$ cat src/mabs_pkg.sv
// Package for the single-operand execution block: opcodes, constants, carriers
package mabs_pkg;
    localparam int MABS_DW = 8;
    // Operation select from the decoder
    typedef enum logic [2:0] {
        MABS_OP_NONE = 3'b000,
        MABS_OP_INVERT_TO_WORKING = 3'b001,
        MABS_OP_BCD_ADJUST_AFTER_ADD = 3'b010,
        MABS_OP_SUBTRACT_ONE_MEMORY = 3'b011,
        MABS_OP_SUBTRACT_ONE_TO_WORKING = 3'b100,
        MABS_OP_POWER_DOWN = 3'b101,
        MABS_OP_ADD_ONE_MEMORY = 3'b110
    } mabs_op_t;
    localparam logic [3:0] MABS_NIB_MAX = 4'h9;
    localparam logic [7:0] MABS_ADJ_NONE = 8'h00;
    localparam logic [7:0] MABS_ADJ_LOW = 8'h06;
    localparam logic [7:0] MABS_ADJ_HIGH = 8'h60;
    localparam logic [7:0] MABS_ADJ_BOTH = 8'h66;
    localparam logic [7:0] MABS_ONE = 8'h01;
    localparam logic [7:0] MABS_ZERO = 8'h00;
    // Register addresses of the status word and working register, status bit positions and reset values
    localparam logic [3:0] MABS_REG_STATUS = 4'h0;
    localparam logic [3:0] MABS_REG_WORKING = 4'h4;
    localparam int MABS_BIT_ZERO = 0;
    localparam int MABS_BIT_CARRY = 1;
    localparam int MABS_BIT_NIBBLE = 2;
    localparam int MABS_BIT_EXPIRY = 3;
    localparam int MABS_BIT_SLEEP = 4;
    localparam int MABS_BIT_ASLEEP = 5;
    localparam logic [7:0] MABS_STATUS_RST = 8'h00;
    localparam logic [7:0] MABS_WORKING_RST = 8'h00;
    // Status flags carried together
    typedef struct packed {
        logic sleep_entered_flag;
        logic watchdog_expiry_flag;
        logic low_nibble_overflow_flag;
        logic hundreds_flag;
        logic null_flag;
    } mabs_flags_t;
    // Memory write request
    typedef struct packed {
        logic we;
        logic [7:0] data;
    } mabs_memwr_t;
endpackage

$ cat src/mabs_bcd_adj.sv
// Decimal adjust of the working register after BCD addition
`timescale 1ns/10ps
module mabs_bcd_adj
    import mabs_pkg::*;
(
    input wire logic [7:0] value, // Working register value
    input wire logic nibble_ovf, // Low-nibble overflow flag
    input wire logic hundreds_in, // Hundreds-overflow flag in
    output logic [7:0] result, // Adjusted sum
    output logic hundreds_out // Hundreds-overflow flag out
);
    wire fix_low;
    wire fix_high;
    wire [7:0] addend;
    wire [8:0] sum;
    // Nibble checks and constant choice
    assign fix_low = (value[3:0] > MABS_NIB_MAX) || nibble_ovf;
    assign fix_high = (value[7:4] > MABS_NIB_MAX) || hundreds_in;
    assign addend = fix_low ? (fix_high ? MABS_ADJ_BOTH : MABS_ADJ_LOW)
                            : (fix_high ? MABS_ADJ_HIGH : MABS_ADJ_NONE);
    assign sum = {1'b0, value} + {1'b0, addend};
    assign result = sum[7:0];
    // Only set by a high correction carrying out, never cleared here
    assign hundreds_out = hundreds_in | (fix_high & sum[8]);
endmodule // mabs_bcd_adj

$ cat src/mabs_core.sv
// Execution of the single-operand instruction group with its status flags
// How it works
// - invert_to_working puts the inverted memory byte into working register, updates zero flag.
// - BCD adjust adds 6 to low nibble if above 9 or nibble flag set.
// - BCD adjust adds 6 to high nibble if above 9 or hundreds flag set.
// - BCD adjust adds 00h, 06h, 60h or 66h; sum goes to memory.
// - BCD adjust touches only the hundreds flag, set on decimal sum of 100+, but not for 9Ah-9Fh.
// - subtract_one_memory writes memory minus one back, zero flag only.
// - subtract_one_to_working writes memory minus one into working register, zero flag only.
// - Power-down halts execution and gates the clock; state is kept.
// - Power-down clears the watchdog counter and its prescaler.
// - Power-down sets sleep flag, clears expiry flag, nothing else.
// - add_one_memory writes memory plus one back.
// - add_one_memory updates zero flag only.
//
// Chosen here: the register offsets and the address-and-strobe port.
`timescale 1ns/10ps
module mabs_core
    import mabs_pkg::*;
#(
    parameter int DW = MABS_DW // Data width; the datapath serves 8 only
)
(
    input wire logic clk_sys, // Core clock
    input wire logic srst, // Synchronous reset, active high
    input wire mabs_op_t op, // Operation strobe, one cycle
    input wire logic [7:0] mem_rdata, // Addressed data memory byte
    input wire logic wake, // Wake-up request ends power-down
    input wire logic set_carry, // Other instructions load hundreds flag
    input wire logic carry_val, // Value for hundreds flag load
    input wire logic set_nibble, // Other instructions load nibble flag
    input wire logic nibble_val, // Value for nibble flag load
    input wire logic [3:0] reg_addr, // Register port address
    input wire logic [7:0] reg_wdata, // Register port write data
    input wire logic reg_wr, // Register write strobe
    input wire logic reg_rd, // Register read strobe
    output logic [7:0] reg_rdata, // Read data, cycle after strobe
    output mabs_memwr_t mem_wr, // Memory write request
    output logic [7:0] working_register, // Working register
    output mabs_flags_t flags, // Status flags
    output logic watchdog_counter_clear, // Pulse clearing watchdog and prescaler
    output logic sys_clk_gate, // High while the system clock is stopped
    output logic exec_halted // High while execution is halted
);
    wire [7:0] inv_val;
    wire [7:0] dec_val;
    wire [7:0] inc_val;
    wire [7:0] bcd_val;
    wire bcd_hund;
    wire is_inv;
    wire is_bcd;
    wire is_decm;
    wire is_subtract_one_to_working;
    wire is_incm;
    wire is_pd;
    wire op_ok;
    wire zero_upd;
    logic [7:0] zsrc;
    logic [7:0] next_working;
    mabs_flags_t next_flags;
    mabs_memwr_t next_memwr;
    logic asleep;
    wire [7:0] status_word;
    logic wake_meta;
    logic wake_sync;

    // Refuse a width that the byte-wide datapath cannot serve
    if (DW != MABS_DW) begin : g_bad_width
        $error("mabs_core serves an 8-bit data width only");
    end

    // Wake request comes from logic that runs while this clock is stopped
    always_ff @(posedge clk_sys) begin
        if (srst) begin
            wake_meta <= 1'b0;
            wake_sync <= 1'b0;
        end else begin
            wake_meta <= wake;
            wake_sync <= wake_meta;
        end
    end

    // Decode, ignored while asleep
    assign op_ok = !asleep;
    assign is_inv = op_ok && (op == MABS_OP_INVERT_TO_WORKING);
    assign is_bcd = op_ok && (op == MABS_OP_BCD_ADJUST_AFTER_ADD);
    assign is_decm = op_ok && (op == MABS_OP_SUBTRACT_ONE_MEMORY);
    assign is_subtract_one_to_working = op_ok && (op == MABS_OP_SUBTRACT_ONE_TO_WORKING);
    assign is_pd = op_ok && (op == MABS_OP_POWER_DOWN);
    assign is_incm = op_ok && (op == MABS_OP_ADD_ONE_MEMORY);

    // Arithmetic results
    assign inv_val = ~mem_rdata;
    assign dec_val = mem_rdata - MABS_ONE;
    assign inc_val = mem_rdata + MABS_ONE;

    mabs_bcd_adj u_bcd (
        .value(working_register),
        .nibble_ovf(flags.low_nibble_overflow_flag),
        .hundreds_in(flags.hundreds_flag),
        .result(bcd_val),
        .hundreds_out(bcd_hund)
    );

    // Zero-flag source
    assign zero_upd = is_inv || is_decm || is_subtract_one_to_working || is_incm;
    always_comb begin
        zsrc = MABS_ZERO;
        if (is_inv) begin
            zsrc = inv_val;
        end else if (is_decm || is_subtract_one_to_working) begin
            zsrc = dec_val;
        end else if (is_incm) begin
            zsrc = inc_val;
        end
    end

    // Next working register
    always_comb begin
        next_working = working_register;
        if (reg_wr && reg_addr == MABS_REG_WORKING) begin
            next_working = reg_wdata;
        end
        if (is_inv) begin
            next_working = inv_val;
        end else if (is_subtract_one_to_working) begin
            next_working = dec_val;
        end
    end

    // Memory write request
    always_comb begin
        next_memwr = '0;
        if (is_bcd) begin
            next_memwr = '{we: 1'b1, data: bcd_val};
        end else if (is_decm) begin
            next_memwr = '{we: 1'b1, data: dec_val};
        end else if (is_incm) begin
            next_memwr = '{we: 1'b1, data: inc_val};
        end
    end

    // Next flags
    always_comb begin
        next_flags = flags;
        if (set_carry) begin
            next_flags.hundreds_flag = carry_val;
        end
        if (set_nibble) begin
            next_flags.low_nibble_overflow_flag = nibble_val;
        end
        if (zero_upd) begin
            next_flags.null_flag = (zsrc == MABS_ZERO);
        end
        if (is_bcd) begin
            next_flags.hundreds_flag = bcd_hund;
        end
        if (is_pd) begin
            next_flags.sleep_entered_flag = 1'b1;
            next_flags.watchdog_expiry_flag = 1'b0;
        end
    end

    // State registers
    always_ff @(posedge clk_sys) begin
        if (srst) begin
            working_register <= MABS_WORKING_RST;
            flags <= mabs_flags_t'(MABS_STATUS_RST[4:0]);
            mem_wr <= '0;
            watchdog_counter_clear <= 1'b0;
            asleep <= 1'b0;
        end else begin
            working_register <= next_working;
            flags <= next_flags;
            mem_wr <= next_memwr;
            watchdog_counter_clear <= is_pd;
            if (is_pd) begin
                asleep <= 1'b1;
            end else if (wake_sync) begin
                asleep <= 1'b0;
            end
        end
    end

    // Halt and clock gating follow the sleep state
    assign sys_clk_gate = asleep;
    assign exec_halted = asleep;

    // Register read port
    assign status_word = {2'b00, asleep, flags.sleep_entered_flag,
                          flags.watchdog_expiry_flag, flags.low_nibble_overflow_flag,
                          flags.hundreds_flag, flags.null_flag};
    always_ff @(posedge clk_sys) begin
        if (srst) begin
            reg_rdata <= MABS_ZERO;
        end else if (reg_rd && reg_addr == MABS_REG_STATUS) begin
            reg_rdata <= status_word;
        end else if (reg_rd && reg_addr == MABS_REG_WORKING) begin
            reg_rdata <= working_register;
        end else begin
            reg_rdata <= MABS_ZERO;
        end
    end

    // Checks
    property p_inv;
        @(posedge clk_sys) disable iff (srst)
        is_inv |=> (working_register == ~$past(mem_rdata)) && !mem_wr.we;
    endproperty
    a_inv: assert property (p_inv) else $error("invert result wrong");

    property p_bcd_low;
        @(posedge clk_sys) disable iff (srst)
        (is_bcd && working_register[3:0] > MABS_NIB_MAX && working_register[7:4] < MABS_NIB_MAX
            && !flags.hundreds_flag)
        |=> mem_wr.we && (mem_wr.data[3:0] == $past(working_register[3:0]) + MABS_ADJ_LOW[3:0]);
    endproperty
    a_bcd_low: assert property (p_bcd_low) else $error("bcd low fix wrong");

    property p_bcd_high;
        @(posedge clk_sys) disable iff (srst)
        (is_bcd && working_register[7:4] > MABS_NIB_MAX && working_register[3:0] < MABS_NIB_MAX
            && !flags.low_nibble_overflow_flag)
        |=> mem_wr.data == $past(working_register) + MABS_ADJ_HIGH;
    endproperty
    a_bcd_high: assert property (p_bcd_high) else $error("bcd high fix wrong");

    property p_bcd_keep;
        @(posedge clk_sys) disable iff (srst)
        (is_bcd && flags.hundreds_flag && !set_carry) |=> flags.hundreds_flag
            && $stable(flags.null_flag) && $stable(working_register);
    endproperty
    a_bcd_keep: assert property (p_bcd_keep) else $error("bcd cleared flag");

    property p_decm;
        @(posedge clk_sys) disable iff (srst)
        is_decm |=> mem_wr.we && mem_wr.data == $past(mem_rdata) - MABS_ONE
            && flags.null_flag == ($past(mem_rdata) == MABS_ONE);
    endproperty
    a_decm: assert property (p_decm) else $error("decrement memory wrong");

    property p_subtract_one_to_working;
        @(posedge clk_sys) disable iff (srst)
        is_subtract_one_to_working |=> !mem_wr.we && working_register == $past(mem_rdata) - MABS_ONE;
    endproperty
    a_subtract_one_to_working: assert property (p_subtract_one_to_working) else $error("decrement to working wrong");

    property p_pd;
        @(posedge clk_sys) disable iff (srst)
        is_pd |=> flags.sleep_entered_flag && !flags.watchdog_expiry_flag
            && watchdog_counter_clear && exec_halted && $stable(working_register);
    endproperty
    a_pd: assert property (p_pd) else $error("power-down effects wrong");

    property p_inc;
        @(posedge clk_sys) disable iff (srst)
        (is_incm && !set_carry && !set_nibble) |=> mem_wr.data == $past(mem_rdata) + MABS_ONE
            && $stable(flags.hundreds_flag) && $stable(flags.sleep_entered_flag);
    endproperty
    a_inc: assert property (p_inc) else $error("increment memory wrong");

    property p_inv_null;
        @(posedge clk_sys) disable iff (srst)
        is_inv |=> flags.null_flag == (~$past(mem_rdata) == MABS_ZERO);
    endproperty
    a_inv_null: assert property (p_inv_null) else $error("invert zero flag wrong");

    property p_subtract_one_to_working_null;
        @(posedge clk_sys) disable iff (srst)
        is_subtract_one_to_working |=> flags.null_flag == ($past(mem_rdata) == MABS_ONE);
    endproperty
    a_subtract_one_to_working_null: assert property (p_subtract_one_to_working_null) else $error("decrement zero flag wrong");

    property p_inc_null;
        @(posedge clk_sys) disable iff (srst)
        is_incm |=> mem_wr.we && flags.null_flag == (~$past(mem_rdata) == MABS_ZERO);
    endproperty
    a_inc_null: assert property (p_inc_null) else $error("increment zero flag wrong");

    property p_subtract_one_to_working_flags;
        @(posedge clk_sys) disable iff (srst)
        (is_subtract_one_to_working && !set_carry && !set_nibble) |=> $stable(flags.hundreds_flag)
            && $stable(flags.low_nibble_overflow_flag) && $stable(flags.sleep_entered_flag);
    endproperty
    a_subtract_one_to_working_flags: assert property (p_subtract_one_to_working_flags) else $error("decrement touched flags");

    property p_decm_flags;
        @(posedge clk_sys) disable iff (srst)
        (is_decm && !set_carry && !set_nibble) |=> $stable(flags.hundreds_flag)
            && $stable(flags.low_nibble_overflow_flag) && $stable(working_register);
    endproperty
    a_decm_flags: assert property (p_decm_flags) else $error("memory decrement side effect");

    property p_bcd_none;
        @(posedge clk_sys) disable iff (srst)
        (is_bcd && working_register[3:0] <= MABS_NIB_MAX && working_register[7:4] <= MABS_NIB_MAX
            && !flags.low_nibble_overflow_flag && !flags.hundreds_flag)
        |=> mem_wr.we && mem_wr.data == $past(working_register);
    endproperty
    a_bcd_none: assert property (p_bcd_none) else $error("bcd changed a valid value");

    property p_bcd_both;
        @(posedge clk_sys) disable iff (srst)
        (is_bcd && working_register[3:0] > MABS_NIB_MAX && working_register[7:4] > MABS_NIB_MAX)
        |=> mem_wr.data == $past(working_register) + MABS_ADJ_BOTH;
    endproperty
    a_bcd_both: assert property (p_bcd_both) else $error("bcd double fix wrong");

    property p_bcd_set;
        @(posedge clk_sys) disable iff (srst)
        (is_bcd && working_register[7:4] > MABS_NIB_MAX) |=> flags.hundreds_flag;
    endproperty
    a_bcd_set: assert property (p_bcd_set) else $error("bcd hundreds not set");

    property p_bcd_clear_stays;
        @(posedge clk_sys) disable iff (srst)
        (is_bcd && !flags.hundreds_flag && working_register[7:4] <= MABS_NIB_MAX)
        |=> !flags.hundreds_flag;
    endproperty
    a_bcd_clear_stays: assert property (p_bcd_clear_stays) else $error("bcd hundreds set");

    property p_bcd_other;
        @(posedge clk_sys) disable iff (srst)
        (is_bcd && !set_nibble) |=> $stable(flags.low_nibble_overflow_flag)
            && $stable(flags.sleep_entered_flag) && $stable(flags.null_flag);
    endproperty
    a_bcd_other: assert property (p_bcd_other) else $error("bcd touched other flags");

    property p_pd_only;
        @(posedge clk_sys) disable iff (srst)
        (is_pd && !set_carry && !set_nibble) |=> $stable(flags.null_flag)
            && $stable(flags.hundreds_flag) && $stable(flags.low_nibble_overflow_flag);
    endproperty
    a_pd_only: assert property (p_pd_only) else $error("power-down touched flags");

    property p_clear_src;
        @(posedge clk_sys) disable iff (srst)
        watchdog_counter_clear |-> exec_halted && $past(op == MABS_OP_POWER_DOWN);
    endproperty
    a_clear_src: assert property (p_clear_src) else $error("stray watchdog clear");

    property p_asleep_ignore;
        @(posedge clk_sys) disable iff (srst)
        (exec_halted && op != MABS_OP_NONE) |=> !mem_wr.we && !watchdog_counter_clear;
    endproperty
    a_asleep_ignore: assert property (p_asleep_ignore) else $error("op ran while asleep");

    property p_asleep_keep;
        @(posedge clk_sys) disable iff (srst)
        (exec_halted && !reg_wr) |=> $stable(working_register);
    endproperty
    a_asleep_keep: assert property (p_asleep_keep) else $error("working changed asleep");

    property p_halt_stay;
        @(posedge clk_sys) disable iff (srst)
        (exec_halted && !wake_sync) |=> exec_halted;
    endproperty
    a_halt_stay: assert property (p_halt_stay) else $error("halt left without wake");
endmodule // mabs_core

$ cat config.mk
export PLATFORM = sky130hd
export DESIGN_NAME = mabs_core
export DESIGN_NICKNAME = d
export VERILOG_FILES = /design/src/mabs_pkg.sv /design/src/mabs_bcd_adj.sv /design/src/mabs_core.sv
export SDC_FILE = /design/constraint.sdc
export NUM_CORES = 1
export LEC_CHECK = 0
export BUFFER_PORTS_ARGS = -buffer_cell sky130_fd_sc_hd__buf_2
export CAP_MARGIN = 20
export CORE_AREA = 2 2 64 66
export CTS_CLUSTER_DIAMETER = 100
export DETAILED_ROUTE_END_ITERATION = 8
export DIE_AREA = 0 0 66 68
export GPL_TIMING_DRIVEN = 0
export PLACE_DENSITY = 0.84
export SETUP_SLACK_MARGIN = 0.4
export SYNTH_ARGS = -nofsm -noshare
export SYNTH_HDL_FRONTEND = slang
export SYNTH_HIERARCHICAL = 1
export SYNTH_SLANG_ARGS = --single-unit
$ cat constraint.sdc
create_clock -name clk_sys -period 4.1 [get_ports clk_sys]
set_input_delay 0 -clock clk_sys [delete_from_list [all_inputs] [get_ports clk_sys]]
set_output_delay 0 -clock clk_sys [all_outputs]
set_load 0.01 [all_outputs]
==> results of run 1 <==
==> report_power, final <==
part,internal (W),switching (W),total (W)
logic,0.0000815,0.0000992,0.000181
clock network,0.000198,0.000115,0.000313
registers,0.000337,0.0000154,0.000352
==> registers in the layout (all words and copies together), names as in the netlist <==
signal                  count
flags                       4
wake_meta                   1
working_register            8
watchdog_counter_clear      1
exec_halted                 1
mem_wr                      9
reg_rdata                   8
wake_sync                   1
==> area by class of cell <==
class / instances / area (um^2) / share of cell area (%)
inverters: 5 / 18.8 / 0.733
well taps: 50 / 62.6 / 2.44
clock inverters: 1 / 30.0 / 1.17
flip-flops and latches: 33 / 661 / 25.8
multi-input cells: 177 / 1240 / 48.7
repair buffers: 63 / 340 / 13.3
clock buffers: 7 / 86.3 / 3.37
plain buffers: 19 / 115 / 4.50
==> path summary, 6_finish.rpt <==
kind	start	to	slack (ns)	depth (start not counted)
hold / removal	reg_wdata[1]	working_register[1]$_SDFFE_PP0P_	0.06	3
setup / recovery	working_register[2]$_SDFFE_PP0P_	mem_wr[7]$_SDFF_PP0_	1.94	7
setup reg to reg	working_register[2]$_SDFFE_PP0P_	mem_wr[7]$_SDFF_PP0_	1.94	7
hold reg to reg	wake_meta$_SDFF_PP0_	wake_sync$_SDFF_PP0_	0.46	1
==> routing by layer <==
metal | up-vias | GRT usage (%) | wire length [um]
met5 | - | 0 | 0
met4 | 0 | 10.2 | 146
met3 | 19 | 5.76 | 387
met2 | 90 | 40.5 | 2480
met1 | 924 | 31.2 | 2370
li1 | 987 | - | -
==> repair_timing <==
| action | 4_1_cts | 5_1_grt |
|---|---|---|
| hold buffers | 5 | 0 |
| gates resized for setup | 0 | 0 |
| hold endpoints to repair | 4 | 0 |
==> placed cells by master (no fill, tap or decap), types with 4 or more instances in the layout <==
cell / instances
o221ai_1: 6
mux2i_1: 9
nor2_1: 25
and3_1: 9
clkbuf_1: 8
xnor2_1: 10
nand2_1: 13
a21oi_1: 11
buf_2: 63
dfxtp_1: 33
dlygate4sd3_1: 5
buf_4: 4
nand3_1: 9
o211a_1: 6
ha_1: 6
xor2_1: 7
clkbuf_8: 6
o21ai_0: 7
nor3_1: 8
inv_1: 5
a21o_1: 4
==> stage by stage <==
step                hold slack, ns  std cells  utilization [%]  worst slack, ns  power, W
finish                      0.0600        355             66.4             1.94  0.000846
floorplan                   0.0716        234                -             2.13  0.000473
global route                0.0852        355             66.4             1.82  0.000883
global placement             0.219        342             62.0             2.03  0.000529
CTS                         0.0627        355             66.4             1.96  0.000847
detailed placement           0.246        342             62.0             1.98  0.000533
==> cell families after synthesis <==
kind of cell / count (synthesis) / synth area share, %
flip-flops: 33 / 32.4
XOR/XNOR: 17 / 7.30
adder cells (fa/ha/maj): 7 / 4.66
AND/OR/NAND/NOR: 83 / 22.0
other: 1 / 0.184
multiplexers: 9 / 4.42
buffers and inverters: 24 / 6.56
AO/OA/AOI/OAI: 60 / 22.5
==> worst max-delay path, cell delays in order, from the launching register on <==
cell,delay [ns]
dfxtp_1,0.39
o21ai_0,0.20
nand2b_1,0.15
ha_1,0.24
fa_1,0.45
a221oi_2,0.28
xnor2_1,0.10
o221a_2,0.23
==> key figures, run 1 <==
Cells and area
  • Nets@finish: 343
  • Fraction of layout cells with a size suffix above 1: 28.5%
  • Area grow syn2layout: 25.5%
  • FILL cells: 333
  • ANT cells: 0
  • Post-route cell area: 2560 um^2

Clock network
  • Number of post-CTS setup repair buffers: 0
  • CTS root buf: clkbuf_8
  • CTS tree: done
  • Worst-path clk slew: 0.07 ns
  • CTS H-tree lvls: 2
  • Worst skew pair latency: 0.28 ns
  • Clk buf depth: 2
  • Clock sinks: 33
  • CTS buffer count: 5

Synth
  • Post-synthesis register bit count: 33
  • Synth Flop Type: dfxtp_1
  • Ys Warns: 6
  • Most numerous cell in the Yosys netlist: dfxtp_1
  • Yosys top cell by area: dfxtp_1
  • Register area share after synthesis: 32.4%
  • Synth cell types: 53
  • Largest cells by area after synthesis: dfxtp_1, nor2_1, mux2i_1
  • Syn avg cell area: 8.72 um^2
  • Post-synth EDFFs: 0
  • Synth async-reset ratio: 0%
  • Syn Inst Count: 234
  • Top cells by count, synth: dfxtp_1, nor2_1, nand2_1
  • Post-Syn Nets: 273
  • Yosys top cell area share: 32.4%
  • Mapped Area: 2040 um^2

Floorplanning
  • Die height: 68 um
  • Core Rows: 23
  • Core area: 3860 um^2
  • Starting Density: 52.9%
  • Io pins: 65
  • Die area: 4490 um^2
  • Die width: 66 um

Drt
  • Via count: 2020
  • Routed len/inst: 15.1 um
  • Drt drc: 0
  • Routed wire length: 5.37 mm
  • Detail-routed via count per cell: 5.69
  • Initial DRC Count: 106
  • 1st-pass router iterations: 4
  • Post-DRT Antenna Nets: 0

Run
  • Maxcap violations: 0

Pwr
  • Peak VDD IR: 0.000181 V
  • P per Cell Area: 331 nW/um^2
  • Pleak: 1.28 nW

Timing
  • Final hold viol count: 0
  • TNS Setup: 0 ns
  • Fmax: 462 MHz
  • Fin crit share: 52.8%
  • Relative slew margins: 61.6%
  • Min Clock Period, post-route: 2.16 ns
  • Max-slew violations: 0
  • Setup-failing EPs final: 0
  • RSZ-0062 raised after global routing: no
  • Worst Skew: 0.00889 ns
  • Worst Tran Pin Value: 0.572 ns

GRT
  • Tot GR Track Use: 24.6%
  • First-pass GRT wire length: 8.28 mm
  • Initial antenna violation count: 0
  • Largest net degree at the start of global routing: 11
  • Grt total ovfl: 0
  • Vias in the first global route: 1849

Min path
  • Worst hold path class: input pin to flop

Worst setup path
  • Crit-path max FO: 7
  • CP Data Required Time: 4.27 ns
  • Crit path arrival time: 2.33 ns
  • Crit start category: flop
  • WS Path Type: flop to flop
  • CP Capture Type: flop

Placement
  • Placement Cell Area: 2390 um^2
  • Dpl hpwl: 4.07 mm
  • Port Buf Inserts: 58
  • GP Congestion: 0.912

Run status
  • Status: finished, final reports clean
Note: power is estimated with default switching activity, not from simulation.
==> inputs of run 2 (changes only) <==
CORE_AREA = 2 2 70 72   (was 2 2 64 66)
DIE_AREA = 0 0 72 74   (was 0 0 66 68)
PLACE_DENSITY = 0.74   (was 0.84)
clock period = 1.8 ns   (was 4.1 ns; I/O delays follow)
==> run 2 against run 1 <==
Compared with the run above: combinational power rose to 3.0 times the previous value; maximum frequency rose by 15%; the run now ends with setup timing left; flip-flop and latch count did not move; critical path depth did not move; first-iteration DRC count rose by 35%; highest routed layer unchanged; worst hold slack improved by 0.0011 ns; via count rose by 5.3%; register-to-register slack got worse by 2.0 ns; core utilization fell by 0.83 points; final cell count rose by 6.8%; sequential share of layout area fell by 3.2 points.
==> key figures, run 2 (same netlist as run 1, synthesis figures left out) <==
Run status
  • Status: finished with violations (was finished, final reports clean)
  • Failing checks: setup timing

Placement
  • Dpl hpwl: 4.14 mm (was 4.07 mm)
  • Port Buf Inserts: 58 (unchanged)
  • GP Congestion: 0.928 (was 0.912)
  • Setup WS pre-CTS: -0.138 ns (was 1.98 ns)

Worst setup path
  • R2r setup slk: -0.08 ns (was 1.94 ns)
  • Crit-path leading delay family: compound AO/OA/AOI/OAI gates (unchanged)
  • Crit path arrival time: 2.06 ns (was 2.33 ns)
  • Crit start category: flop (unchanged)
  • Worst Reg-to-Reg Cells: 7 (unchanged)
  • Crit-path max FO: 3 (was 7)
  • Worst r2r src: working_register[2]$_SDFFE_PP0P_ (unchanged)
  • WS Path Type: flop to flop (unchanged)
  • RR Endpoint: mem_wr[7]$_SDFF_PP0_ (unchanged)
  • CP Data Required Time: 1.98 ns (was 4.27 ns)
  • Critical path buffer and inverter count: 0 (unchanged)
  • Slowest cell on the critical path: fa_2 (was fa_1)
  • CP max stage delay: 0.38 ns (was 0.45 ns)
  • CP Capture Type: flop (unchanged)
  • Crit-path cells: o21ai_2 > nand2b_1 > ha_2 > fa_2 > a221oi_2 > xnor2_1 > o221a_2 (was o21ai_0 > nand2b_1 > ha_1 > fa_1 > a221oi_2 > xnor2_1 > o221a_2)

Drt
  • 1st-pass router iterations: 5 (was 4)
  • Met2 Wirelength: 3.04 mm (was 2.48 mm)
  • Routed wl met3: 353 um (was 387 um)
  • WL met1: 2.55 mm (was 2.37 mm)
  • Initial DRC Count: 143 (was 106)
  • Post-DRT Antenna Nets: 0 (unchanged)
  • Max layer used: met4 (unchanged)
  • Via count: 2128 (was 2020)
  • Routed wire length: 6.10 mm (was 5.37 mm)
  • Drt drc: 0 (unchanged)
  • Routed len/inst: 16.1 um (was 15.1 um)
  • Detail-routed via count per cell: 5.61 (was 5.69)

GRT
  • First-pass GRT wire length: 9.53 mm (was 8.28 mm)
  • Vias in the first global route: 1999 (was 1849)
  • Initial antenna violation count: 0 (unchanged)
  • Tot GR Track Use: 23.2% (was 24.6%)
  • Largest net degree at the start of global routing: 11 (unchanged)
  • Grt total ovfl: 0 (unchanged)

Min path
  • Worst hold path class: input pin to flop (unchanged)
  • Hold EP: working_register[1]$_SDFFE_PP0P_ (unchanged)
  • Hold_sp: reg_wdata[1] (unchanged)
  • Hold path cells: 3 (unchanged)

Floorplanning
  • Io pins: 65 (unchanged)
  • Core area: 4600 um^2 (was 3860 um^2)
  • Core Rows: 25 (was 23)
  • Starting Density: 44.4% (was 52.9%)
  • Die height: 74 um (was 68 um)
  • Die width: 72 um (was 66 um)
  • Die area: 5330 um^2 (was 4490 um^2)

Clock network
  • CTS buffer count: 5 (unchanged)
  • Worst skew pair latency: 0.29 ns (was 0.28 ns)
  • Worst-path clk slew: 0.07 ns (about the same)
  • CTS H-tree lvls: 2 (unchanged)
  • CTS tree: done (unchanged)
  • CTS root buf: clkbuf_8 (unchanged)
  • Clk buf depth: 2 (unchanged)
  • Clock sinks: 33 (unchanged)

Cells and area
  • Nets@finish: 363 (was 343)
  • Biggest regs: mem_wr: 9 flops, reg_rdata: 8 flops, working_register: 8 flops (unchanged)
  • Fraction of layout cells with a size suffix above 1: 46.8% (was 28.5%)
  • Post-layout util: 65.5% (was 66.4%)
  • Most frequent cells in the layout: buf_2, dfxtp_1, buf_4, nor2_1, nand2_1 (was buf_2, dfxtp_1, nor2_1)
  • Area grow syn2layout: 47.7% (was 25.5%)
  • ANT cells: 0 (unchanged)
  • Max reg flops: 9 (unchanged)
  • Most common cell after layout, fill and taps aside: buf_2 (unchanged)
  • Largest register by flop count: mem_wr (unchanged)

Timing
  • Relative slew margins: 58.6% (was 61.6%)
  • Fmax: 533 MHz (was 462 MHz)
  • Min Clock Period, post-route: 1.88 ns (was 2.16 ns)
  • TNS Setup: -0.146 ns (was 0 ns)
  • Final hold viol count: 0 (unchanged)
  • RSZ-0062 raised after global routing: yes (was no)
  • Fin crit share: 104% (was 52.8%)
  • Worst Skew: 0.00312 ns (was 0.00889 ns)
  • Max-slew violations: 0 (unchanged)
  • Worst Tran Pin Value: 0.620 ns (was 0.572 ns)
  • Final worst setup slack: -0.0760 ns (was 1.94 ns)
  • Setup-failing EPs final: 3 (was 0)

Pwr
  • Peak VDD IR: 0.000292 V (was 0.000181 V)
  • Pleak: 1.43 nW (was 1.28 nW)
  • P per Cell Area: 686 nW/um^2 (was 331 nW/um^2)

Run
  • Maxcap violations: 0 (unchanged)
[run 2: cell count changes in the layout (fill, tap and decap cells not counted), sizes merged]
cell,change
buf,+21
clkbuf,-2
dlygate4sd3,+1
[run 2: repair_timing]
action | in CTS | in global routing
buffers inserted | 15 | 4
setup endpoints to repair | 18 | 18
gates resized for setup | 37 | 15
endpoints found under the hold margin | 4 | 0
pin swaps | 18 | 7
hold buffers | 6 | 0
[run 2: worst max path at each step]
stage                                           startpoint                   end  slack [ns]  cells past startpoint
after floorplan           working_register[2]$_SDFFE_PP0P_  mem_wr[7]$_SDFF_PP0_       -0.03                      7
after global placement    working_register[2]$_SDFFE_PP0P_  mem_wr[7]$_SDFF_PP0_       -0.10                      7
after detailed placement  working_register[2]$_SDFFE_PP0P_  mem_wr[7]$_SDFF_PP0_       -0.14                      7
after CTS                 working_register[2]$_SDFFE_PP0P_  mem_wr[7]$_SDFF_PP0_       -0.07                      7
after global routing      working_register[2]$_SDFFE_PP0P_  mem_wr[7]$_SDFF_PP0_       -0.13                      7
final                     working_register[2]$_SDFFE_PP0P_  mem_wr[7]$_SDFF_PP0_       -0.08                      7
[run 2: cell type report]
class,count,area (um^2)
fillers,387,1590
multi-input cells,177,1500
flip-flops and latches,33,682
repair buffers,83,504
plain buffers,19,129
clock buffers,7,86.3
well taps,54,67.6
clock inverters,1,30.0
inverters,5,18.8
[run 2: layer usage]
metal  up-vias  track usage, %
li1       1030               -
met1       996            29.3
met2        86            39.7
met3        16            2.98
met4         0            10.5
met5         -               0
[run 2: power by group]
part	switching, W	internal [W]	leakage [nW]
combinational	0.000291	0.000261	1.10
sequential	0.0000290	0.000767	0.274
clock	0.000269	0.000451	0.0585
[run 2: worst reg2reg max path: stages, from the launching register on]
cell	delay, ns
dfxtp_4	0.35
o21ai_2	0.13
nand2b_1	0.10
ha_2	0.20
fa_2	0.38
a221oi_2	0.28
xnor2_1	0.11
o221a_2	0.22
[run 2: metrics by stage]
stage / instances / cell area [um^2] / total power, W / hold WS, ns
4_1_cts: 375 / 2920 / 0.00204 / 0.0538
2_1_floorplan: 234 / 2130 / 0.00111 / 0.0716
5_1_grt: 379 / 3010 / 0.00215 / 0.0720
3_5_place_dp: 346 / 2490 / 0.00125 / 0.218
6_report: 379 / 3010 / 0.00207 / 0.0612
3_3_place_gp: 346 / 2490 / 0.00124 / 0.215
